**config.mk**
```make
export PLATFORM = sky130hd
export DESIGN_NAME = ssr_unit
export DESIGN_NICKNAME = d
export VERILOG_FILES = /design/src/hdl/ssr_unit.v
export VERILOG_INCLUDE_DIRS = /design/src /design/src/include
export SDC_FILE = /design/constraint.sdc
export NUM_CORES = 1
export LEC_CHECK = 0
export ABC_AREA = 1
export BUFFER_PORTS_ARGS = -buffer_cell sky130_fd_sc_hd__buf_2
export CAP_MARGIN = 20
export CORE_MARGIN = 2
export CORE_UTILIZATION = 45
export DETAILED_ROUTE_END_ITERATION = 16
export PLACE_DENSITY = 0.73
export SLEW_MARGIN = 20
export SYNTH_ARGS = -nofsm -noshare
export SYNTH_HDL_FRONTEND = slang
export SYNTH_SLANG_ARGS = --single-unit
```
**constraint.sdc**
```tcl
create_clock -name CLK_I -period 5.9 [get_ports CLK_I]
set_input_delay 0.295 -clock CLK_I [delete_from_list [all_inputs] [get_ports CLK_I]]
set_output_delay 0.295 -clock CLK_I [all_outputs]
set_load 0.01 [all_outputs]
```
**src/include/ssr_consts.vh**
```
// Constants for the stack save and restore execution unit
//
// Functional notes
// - Restore multiple loads all selected registers
// - Restore multiple raises pointer two per register
// - Restore order data 0..3, address 0..1, bases
// - Push byte minus one, word minus two first
// - Short push only for four listed sources
// - Effective address push writes address, minus two
// - Control push writes selected control register
// - Stack pointer pushes save pre-decrement value
// - Stack pointer source follows stack select flag
// - Save multiple stores list, pointer minus two each
// - Save order frame base first, data 0 last
// - Return loads pc then pc high and flags
// - Return restores flag bits 15..12 and 7..0 from stack, clears bits 11..8
`ifndef SSR_CONSTS_VH
`define SSR_CONSTS_VH
// ============================================================
// Operation codes
`define SSR_OP_RESTM   3'h0
`define SSR_OP_PUSH    3'h1
`define SSR_OP_PUSHEA  3'h2
`define SSR_OP_PUSHCR  3'h3
`define SSR_OP_SAVEM   3'h4
`define SSR_OP_RETI    3'h5
// ============================================================
// Control register selectors
`define SSR_CR_FB      3'h0
`define SSR_CR_SB      3'h1
`define SSR_CR_SP      3'h2
`define SSR_CR_ISP     3'h3
`define SSR_CR_FLG     3'h4
`define SSR_CR_VTH     3'h5
`define SSR_CR_VTL     3'h6
// ============================================================
// Push short-form source codes
`define SSR_SRC_R0L    3'h0
`define SSR_SRC_R0H    3'h1
`define SSR_SRC_A0     3'h2
`define SSR_SRC_A1     3'h3
// ============================================================
// Flag bit position and step sizes
`define SSR_FLG_U      7
`define SSR_STEP_BYTE  16'h0001
`define SSR_STEP_WORD  16'h0002
`define SSR_RST_SP     16'h0000
`define SSR_RST_FLG    16'h0000
`endif

```
**src/hdl/ssr_unit.v**
```verilog
// Stack save and restore execution unit
`include "ssr_consts.vh"
module ssr_unit (
    input  wire        CLK_I,
    input  wire        NRST_I,
    input  wire        START_I,
    input  wire [2:0]  OP_I,
    input  wire        BYTE_I,
    input  wire        SHORT_I,
    input  wire [2:0]  SRC_CODE_I,
    input  wire        SRC_IS_MEM_I,
    input  wire [15:0] SRC_VAL_I,
    input  wire [15:0] EA_I,
    input  wire [7:0]  REG_MASK_I,
    input  wire [2:0]  CR_SEL_I,
    input  wire [127:0] REGS_I,
    input  wire [15:0] CR_FB_I,
    input  wire [15:0] CR_SB_I,
    input  wire [15:0] CR_VTH_I,
    input  wire [15:0] CR_VTL_I,
    input  wire [15:0] MEM_RDATA_I,
    output wire        BUSY_O,
    output reg         DONE_O,
    output reg         ILLEGAL_O,
    output reg         MEM_WE_O,
    output reg         MEM_RE_O,
    output reg         MEM_BYTE_O,
    output reg  [15:0] MEM_ADDR_O,
    output reg  [15:0] MEM_WDATA_O,
    output reg         REG_WE_O,
    output reg  [2:0]  REG_IDX_O,
    output reg  [15:0] REG_WDATA_O,
    output reg         PC_WE_O,
    output reg  [19:0] PC_O,
    output reg  [15:0] USP_O,
    output reg  [15:0] ISP_O,
    output reg  [15:0] FLG_O
);
// ============================================================
// States
// One-hot, so a stray code falls back to idle
localparam S_IDLE = 4'h1;
localparam S_MULT = 4'h2;
localparam S_RET1 = 4'h4;
localparam S_RET2 = 4'h8;

reg [3:0]  state_q;
reg [2:0]  op_q;
reg [7:0]  mask_q;
reg [15:0] pc_lo_q;
reg [15:0] sp_now;
reg [2:0]  idx;
reg        found;
reg [15:0] cr_val;
reg        short_ok;
integer    k;
wire [15:0] push_step = BYTE_I ? `SSR_STEP_BYTE : `SSR_STEP_WORD;

// ============================================================
// Stack pointer selection
// Every stack access uses the pointer the select flag names
// stack select choice
always @* begin
    sp_now = FLG_O[`SSR_FLG_U] ? USP_O : ISP_O;
end

// Byte pushes move the pointer by one, all others by two
wire [15:0] sp_dec2 = sp_now - `SSR_STEP_WORD;
wire [15:0] sp_inc2 = sp_now + `SSR_STEP_WORD;
wire [15:0] sp_push = sp_now - push_step;

// ============================================================
// List walker
// Lowest set bit wins for restore, highest for save
// next list entry
always @* begin
    idx   = 3'h0;
    found = 1'b0;
    if (op_q == `SSR_OP_RESTM) begin
        for (k = 7; k >= 0; k = k - 1) begin
            if (mask_q[k]) begin
                idx   = k[2:0];
                found = 1'b1;
            end
        end
    end else begin
        for (k = 0; k < 8; k = k + 1) begin
            if (mask_q[k]) begin
                idx   = k[2:0];
                found = 1'b1;
            end
        end
    end
end

// ============================================================
// Operand helpers
// short form sources
always @* begin
    case (SRC_CODE_I)
    `SSR_SRC_R0L: short_ok = 1'b1;
    `SSR_SRC_R0H: short_ok = 1'b1;
    `SSR_SRC_A0:  short_ok = 1'b1;
    `SSR_SRC_A1:  short_ok = 1'b1;
    default:      short_ok = 1'b0;
    endcase
end

always @* begin
    case (CR_SEL_I)
    `SSR_CR_FB:  cr_val = CR_FB_I;
    `SSR_CR_SB:  cr_val = CR_SB_I;
    // Stack pointer goes out as it stood before the push
    `SSR_CR_SP:  cr_val = sp_now;
    `SSR_CR_ISP: cr_val = ISP_O;
    `SSR_CR_FLG: cr_val = FLG_O;
    `SSR_CR_VTH: cr_val = CR_VTH_I;
    default:     cr_val = CR_VTL_I;
    endcase
end

assign BUSY_O = (state_q != S_IDLE);

// ============================================================
// Sequencer
always @(posedge CLK_I or negedge NRST_I) begin
    if (!NRST_I) begin
        state_q     <= S_IDLE;
        op_q        <= 3'h0;
        mask_q      <= 8'h00;
        pc_lo_q     <= 16'h0000;
        DONE_O      <= 1'b0;
        ILLEGAL_O   <= 1'b0;
        MEM_WE_O    <= 1'b0;
        MEM_RE_O    <= 1'b0;
        MEM_BYTE_O  <= 1'b0;
        MEM_ADDR_O  <= 16'h0000;
        MEM_WDATA_O <= 16'h0000;
        REG_WE_O    <= 1'b0;
        REG_IDX_O   <= 3'h0;
        REG_WDATA_O <= 16'h0000;
        PC_WE_O     <= 1'b0;
        PC_O        <= 20'h00000;
        USP_O       <= `SSR_RST_SP;
        ISP_O       <= `SSR_RST_SP;
        FLG_O       <= `SSR_RST_FLG;
    end else begin
        // Strobes last one cycle unless a state raises them
        DONE_O    <= 1'b0;
        ILLEGAL_O <= 1'b0;
        MEM_WE_O  <= 1'b0;
        MEM_RE_O  <= 1'b0;
        REG_WE_O  <= 1'b0;
        PC_WE_O   <= 1'b0;
        case (state_q)
        S_IDLE: begin
            if (START_I) begin
                op_q   <= OP_I;
                mask_q <= REG_MASK_I;
                case (OP_I)
                `SSR_OP_RESTM: begin
                    // First word must already be addressed on the first list cycle
                    MEM_ADDR_O <= sp_now;
                    state_q    <= S_MULT;
                end

                `SSR_OP_SAVEM: begin
                    state_q <= S_MULT;
                end

                `SSR_OP_PUSH: begin
                    if (SHORT_I && !short_ok) begin
                        ILLEGAL_O <= 1'b1;
                    end else begin
                        MEM_WE_O    <= 1'b1;
                        MEM_BYTE_O  <= BYTE_I;
                        MEM_ADDR_O  <= sp_push;
                        MEM_WDATA_O <= BYTE_I ? {8'h00, SRC_VAL_I[7:0]} : SRC_VAL_I;
                        if (FLG_O[`SSR_FLG_U]) begin
                            USP_O <= sp_push;
                        end else begin
                            ISP_O <= sp_push;
                        end
                    end
                    DONE_O <= 1'b1;
                end

                `SSR_OP_PUSHEA: begin
                    if (!SRC_IS_MEM_I) begin
                        ILLEGAL_O <= 1'b1;
                    end else begin
                        MEM_WE_O    <= 1'b1;
                        MEM_BYTE_O  <= 1'b0;
                        MEM_ADDR_O  <= sp_dec2;
                        MEM_WDATA_O <= EA_I;
                        if (FLG_O[`SSR_FLG_U]) begin
                            USP_O <= sp_dec2;
                        end else begin
                            ISP_O <= sp_dec2;
                        end
                    end
                    DONE_O <= 1'b1;
                end

                `SSR_OP_PUSHCR: begin
                    MEM_WE_O    <= 1'b1;
                    MEM_BYTE_O  <= 1'b0;
                    MEM_ADDR_O  <= sp_dec2;
                    MEM_WDATA_O <= cr_val;
                    if (FLG_O[`SSR_FLG_U]) begin
                        USP_O <= sp_dec2;
                    end else begin
                        ISP_O <= sp_dec2;
                    end
                    DONE_O <= 1'b1;
                end

                `SSR_OP_RETI: begin
                    MEM_RE_O   <= 1'b1;
                    MEM_BYTE_O <= 1'b0;
                    MEM_ADDR_O <= sp_now;
                    state_q    <= S_RET1;
                end
                default: begin
                    ILLEGAL_O <= 1'b1;
                    DONE_O    <= 1'b1;
                end
                endcase
            end
        end

        S_MULT: begin
            // Empty list ends the walk
            if (!found) begin
                state_q <= S_IDLE;
                DONE_O  <= 1'b1;
            end else begin
                mask_q[idx] <= 1'b0;
                MEM_BYTE_O  <= 1'b0;
                if (op_q == `SSR_OP_RESTM) begin
                    MEM_RE_O   <= 1'b1;
                    // Address the next word so its data is ready next cycle
                    MEM_ADDR_O <= sp_inc2;
                    REG_WE_O   <= 1'b1;
                    REG_IDX_O  <= idx;
                    REG_WDATA_O <= MEM_RDATA_I;
                    if (FLG_O[`SSR_FLG_U])
                        USP_O <= sp_now + `SSR_STEP_WORD;
                    else
                        ISP_O <= sp_now + `SSR_STEP_WORD;
                end else begin
                    MEM_WE_O    <= 1'b1;
                    MEM_ADDR_O  <= sp_now - `SSR_STEP_WORD;
                    MEM_WDATA_O <= REGS_I[idx*16 +: 16];
                    if (FLG_O[`SSR_FLG_U])
                        USP_O <= sp_now - `SSR_STEP_WORD;
                    else
                        ISP_O <= sp_now - `SSR_STEP_WORD;
                end
            end
        end

        // Return: two stack words, pointer bumped after each
        S_RET1: begin
            pc_lo_q    <= MEM_RDATA_I;
            MEM_RE_O   <= 1'b1;
            MEM_ADDR_O <= sp_now + `SSR_STEP_WORD;
            if (FLG_O[`SSR_FLG_U])
                USP_O <= sp_now + `SSR_STEP_WORD;
            else
                ISP_O <= sp_now + `SSR_STEP_WORD;
            state_q <= S_RET2;
        end

        // Pointer bump uses the old select flag, as the frame was pushed
        S_RET2: begin
            PC_WE_O <= 1'b1;
            PC_O    <= {MEM_RDATA_I[3:0], pc_lo_q};
            FLG_O   <= {MEM_RDATA_I[15:12], 4'h0, MEM_RDATA_I[11:4]};
            if (FLG_O[`SSR_FLG_U])
                USP_O <= sp_now + `SSR_STEP_WORD;
            else
                ISP_O <= sp_now + `SSR_STEP_WORD;
            state_q <= S_IDLE;
            DONE_O  <= 1'b1;
        end

        default: state_q <= S_IDLE;
        endcase
    end
end
endmodule // ssr_unit

```
# --- Word-level counts from Yosys, hierarchy flattened ---
# Index checks and enable logic that the tools add are counted.
totals:
  ff_bits: 153
  in_bits: 263
  output_inout_bits: 127
op_classes:
  addsub: 3
  order_cmp: 2
  eq_ne: 30
  n_shift: 1
  n_mux: 110
  bitwise_logic: 2
  n_reduce_logical: 26
ops:
  columns: ["operator", "n"]
  rows:
  - ["$mux W16", 28]
  - ["$pmux W16 S3", 6]
  - ["$shiftx A128 B8 Y16", 1]
  - ["$pmux W16 S6", 1]
  - ["$pmux W16 S4", 1]
  - ["$mux W3", 15]
  - ["$mux W1", 42]
  - ["$pmux W16 S2", 1]
  - ["$reduce_and A7 Y1", 3]
  - ["$eq A3 B2 Y1 const B", 6]
  - ["$add A16 B2 Y16 const B", 1]
  - ["$mux W8", 2]
  - ["$pmux W8 S2", 1]
  - ["$sub A16 B2 Y16", 1]
  - ["$sub A16 B2 Y16 const B", 1]
  - ["$pmux W1 S3", 5]
  - ["$eq A3 B3 Y1 const B", 4]
  - ["$logic_not A3 Y1", 4]
  - ["$ne A3 B3 Y1 const B", 4]
  - ["$pmux W4 S3", 1]
  - ["$reduce_and A6 Y1", 2]
  - ["$eq A3 B1 Y1 const B", 3]
  - ["$reduce_and A3 Y1", 3]
  - ["$and A8 B8 Y8", 1]
  - ["other kinds (25)", 37]

# --- Logic depth before layout (Yosys ltp) ---
logic_depth:
  depth_word: 17
  mapped_depth: 17
  depth_no_buf: 16

# --- Least setup slack after synthesis ---
# Ideal clock, no wire load.
synth_timing:
  kind: "reg2reg"
  startpoint: "register FLG_O[7]"
  endpoint: "register ISP_O[12]"
  setup_ps: 118
  arrival_time_ps: 2273
  t_required_ps: 5782
  slack_ps: 3509
  path_stages_with_launch: 14
  period_less_slack_ps: 2391
  path_cell_list: "dfrtp_1 buf_6 buf_2 mux2i_1 ha_1 fa_1 nand2_1 nor2_1 nand2_1 xor2_1 nand2_1 nand2_1 a21oi_1 nor2_1"
synth_via:
  elab_chain_len: 7
synth_lines:
  columns: ["element", "line", "rtl"]
  rows:
  - ["start: declaration", "ssr_unit.v:37", "output reg [15:0] FLG_O"]
  - ["start signal: assignment", "ssr_unit.v:146", "FLG_O <= `SSR_RST_FLG;"]
  - ["start signal: assignment", "ssr_unit.v:279", "FLG_O <= {MEM_RDATA_I[15:12], 4'h0, MEM_RDATA_I[11:4]};"]
  - ["$mux W16", "ssr_unit.v:64", "sp_now = FLG_O[`SSR_FLG_U] ? USP_O : ISP_O;"]
  - ["$sub A16 B2 Y16, on equally long branches", null, null]
  - ["$mux W16, on equally long branches", null, null]
  - ["$mux W16, on equally long branches", "ssr_unit.v:189, ssr_unit.v:172", null]
  - ["$pmux W16 S3", "ssr_unit.v:160", "case (OP_I)"]
  - ["$mux W16", "ssr_unit.v:157", "if (START_I) begin"]
  - ["$pmux W16 S3", "ssr_unit.v:155", "case (state_q)"]
  - ["end signal: assignment", "ssr_unit.v:182", "ISP_O <= sp_push;"]
  - ["end signal: assignment", "ssr_unit.v:199", "ISP_O <= sp_dec2;"]
  - ["end signal: assignment", "ssr_unit.v:213", "ISP_O <= sp_dec2;"]
  - ["end: declaration", "ssr_unit.v:36", "output reg [15:0] ISP_O,"]
# Parallel ways exist; a longest one is shown, timed or not. The select of a mux whose other input is x is not followed.
# A chain may end at the register's enable or synchronous reset.

# --- Worst setup path after layout ---
layout_timing:
  startpoint: "register state_q[0]"
  endpoint: "register MEM_ADDR_O[13]"
layout_via:
  elab_chain_len: 3
layout_lines:
  columns: ["element", "line", "rtl"]
  rows:
  - ["start: declaration", "ssr_unit.v:47", "reg [3:0] state_q;"]
  - ["start signal: assignment", "ssr_unit.v:128", "state_q <= S_IDLE;"]
  - ["start signal: assignment", "ssr_unit.v:164", "state_q <= S_MULT;"]
  - ["start signal: assignment", "ssr_unit.v:168", "state_q <= S_MULT;"]
  - ["$eq A4 B1 Y1 (tied with other cells)", "ssr_unit.v:155", null]
  - ["$ne A5 B2 Y1 (no source line) (tied with other cells)", null, null]
  - ["$reduce_and A6 Y1 (no source line)", null, null]
  - ["end signal: assignment", "ssr_unit.v:163", "MEM_ADDR_O <= sp_now;"]
  - ["end signal: assignment", "ssr_unit.v:177", "MEM_ADDR_O <= sp_push;"]
  - ["end signal: assignment", "ssr_unit.v:194", "MEM_ADDR_O <= sp_dec2;"]
  - ["end: declaration", "ssr_unit.v:28", "output reg [15:0] MEM_ADDR_O,"]
# Parallel ways exist; a longest one is shown, timed or not.

==> impl_metrics.yaml <==
synthesis:
  async_reset_ff_share_pct: 100
  yosysSeqAreaShare_pct: 33.6
  netlist_top_cells_area: "dfrtp_1 33%, nand2_1 19%, nand3_1 8.1%, nor2_1 6.5%, o21ai_0 5.7%"
  ys_seq_elements: 153
  syn-cell-area_mm2: 0.0114
  synth_top_area_cell: "dfrtp_1"
  synth_edf_count: 0
  synth_warnings: 0
  netlist.area_leader.share_pct: 33.3
  postSynthCellCount: 1812
  syn_avg_cell_area_um2: 6.30
  synth_flop_cell: "dfrtp_1"
  synth.distinct_cells: 50
place:
  place_inst: 2449
  dp_hpwl_um: 36300
  portBuffers: 383
  gp_congestion: 0.955
worst_hold_path:
  hold_path.class: "input port to flip-flop"
global_routing:
  grt_overflow_total: 0
  track_usage_pct: 35.3
  grt_max_degree: 88
  grt_pass1_vias: 12495
  grt_pass1_wl_um: 72200
  antenna_found_initial: 11
power:
  p_leak_nw: 7.70
  power_density_mw_per_mm2: 583
  ir_drop_v: 0.000403
timing:
  relSlewSlack_pct: 25.6
  finalCriticalPeriod_ns: 3.82
  rsz0062_at_grt: "false"
  slew_violations: 0
  skew_ns: 0.0185
  worst_slew_pin_slew_ns: 1.10
  final.setup.tns_ns: 0
  final.period_utilization_pct: 64.7
  hold_viol: 0
  clock.fmax_mhz: 262
  setup_violations: 0
setup_path:
  crit_type: "flip-flop to flip-flop"
  cp_max_fo: 35
  cp-end-kind: "flip-flop"
  start_kind: "flip-flop"
  worstPathArrival_ns: 4.12
  critPathRequiredTime_ns: 6.21
floorplanning:
  std_cell_rows: 58
  die_y_um: 163
  start_util_pct: 45.6
  die-area_mm2: 0.0266
  die_w_um: 163
  core_mm2: 0.0250
  pin_count: 390
clock_tree:
  numCtsBuffers: 17
  cts_root_buffer: "clkbuf_16"
  clk_latency_ns: 0.44
  ctsResizeCount: 0
  cts_tree: "yes"
  cts_max_level: 4
  clkSinkCount: 153
  cts_setup_buffers: 0
  clkTransAtPathRegs_ns: 0.08
  clk_path_buf_depth: 2
route:
  drt_first_pass_iters: 5
  drtIter0Drc: 1550
  vias: 13845
  drc: 0
  totalWireLength_um: 48100
  ant_nets: 0
  avgRoutedWirePerCell_um: 19.3
  viasPerCell: 5.56
cells_and_area:
  syn_to_final_growth_pct: 23.5
  stdcell_count: 2490
  drive_above_1_share_pct: 22.5
  final_cell_mix: "589 x nand2_1, 382 x buf_2, 195 x nor2_1, 183 x nand3_1, 166 x inv_1"
  final_common_cell: "nand2_1"
  final_nets: 2407
run_status:
  status: "finished, final reports clean"
run:
  drv_cap: 0
[registers in the layout (all words and copies together) (netlist names)]
register,cells
PC_O,20
ISP_O,16
MEM_ADDR_O,16
MEM_WDATA_O,16
REG_WDATA_O,16
USP_O,16
pc_lo_q,16
FLG_O,12
mask_q,8
state_q,4
REG_IDX_O,3
op_q,3
DONE_O,1
ILLEGAL_O,1
MEM_BYTE_O,1
MEM_RE_O,1
MEM_WE_O,1
PC_WE_O,1
REG_WE_O,1
[synth_stat cells (3+ instances only)]
cell type	instances
nand2_1	590
xor2_1	20
ha_1	4
buf_6	4
o31ai_1	6
nand4_1	61
nand3_1	184
o21ai_0	131
a21oi_1	77
a31oi_1	11
o21ai_1	16
clkbuf_1	48
nand3b_1	3
inv_1	166
or2_2	7
nor3_1	6
inv_2	8
buf_2	35
nor2_1	197
buf_4	8
clkinv_1	4
o21ai_2	12
a221oi_1	9
dfrtp_1	152
nor2_4	3
a22oi_1	5
nand2_2	3
nor2_2	4
o22ai_1	4
o211ai_1	9
[where the power goes]
| part | total (mW) | internal [mW] | switching (mW) | leakage (nW) |
|---|---|---|---|---|
| Combinational | 5.11 | 1.54 | 3.57 | 5.62 |
| Clock | 1.16 | 0.581 | 0.581 | 0.299 |
| Sequential | 1.94 | 1.52 | 0.423 | 1.79 |
| Total | 8.21 | 3.64 | 4.57 | 7.70 |
[per-stage QoR]
step	area, um2	worst slack [ns]	hold WS [ns]	utilization (%)	power (mW)
final	14100	2.08	0.0454	56.3	8.21
after floorplan	11400	3.51	-0.000591	-	5.28
after global placement	13400	2.29	0.426	53.6	6.84
after CTS	14100	2.14	0.0374	56.2	8.10
after global routing	14100	1.85	0.0477	56.2	8.84
after detailed placement	13400	2.17	0.431	53.7	6.93
[critical path, stage by stage, from the launching register on]
cell and delay (ns):
dfstp_2 0.40, nor2_1 0.20, nand3_2 0.57, inv_2 0.38, nor2_8 0.11, nand2_1 0.08, nand3_1 0.48, inv_1 0.82
nand3_1 0.14, nor3_1 0.43, nor2_1 0.07
[path summary, 6_finish.rpt]
| check | startpoint | to | slack, ns | cells after the start |
|---|---|---|---|---|
| max | state_q[0] | MEM_ADDR_O[13] | 2.08 | 10 |
| min | REG_MASK_I[4] | mask_q[4] | 0.05 | 3 |
| max reg2reg | state_q[0] | MEM_ADDR_O[13] | 2.08 | 10 |
| min reg2reg | pc_lo_q[10] | PC_O[10] | 0.47 | 2 |
| max in group asynchronous | NRST_I | FLG_O[7] | 3.96 | 3 |
| min in group asynchronous | NRST_I | USP_O[9] | 0.50 | 2 |
[cell families after synthesis]
group | after synthesis | synth area share (%)
xor+xnor | 20 | 1.54
fa+ha+maj | 5 | 0.614
simple gates | 1067 | 39.7
compound gates | 291 | 14.5
other cells | 1 | 0.0329
flops | 153 | 33.6
mux | 1 | 0.0878
buf+inv | 274 | 9.93
[final cells by class]
cell class | instances | area, um2
Antenna cell | 8 | 20.0
Sequential cell | 153 | 3830
Timing Repair Buffer | 401 | 2060
Clock buffer | 17 | 425
Inverter | 178 | 668
Tap cell | 330 | 413
Fill cell | 2600 | 11000
Multi-Input combinational cell | 1388 | 6470
Clock inverter | 15 | 194
[routing by layer]
metal	track usage, %	up-vias	part of all wire [%]
li1	-	6570	-
met1	48.2	6451	41
met2	54.0	695	45
met3	8.68	121	9.7
met4	13.6	8	3.7
met5	0	-	0.094
[repair_timing]
action / in CTS / in global routing
setup endpoints to repair: 0 / 0
hold endpoints to repair: 82 / 0
hold buffers: 1 / 0
No activity file was read; power rests on OpenSTA's default activity.
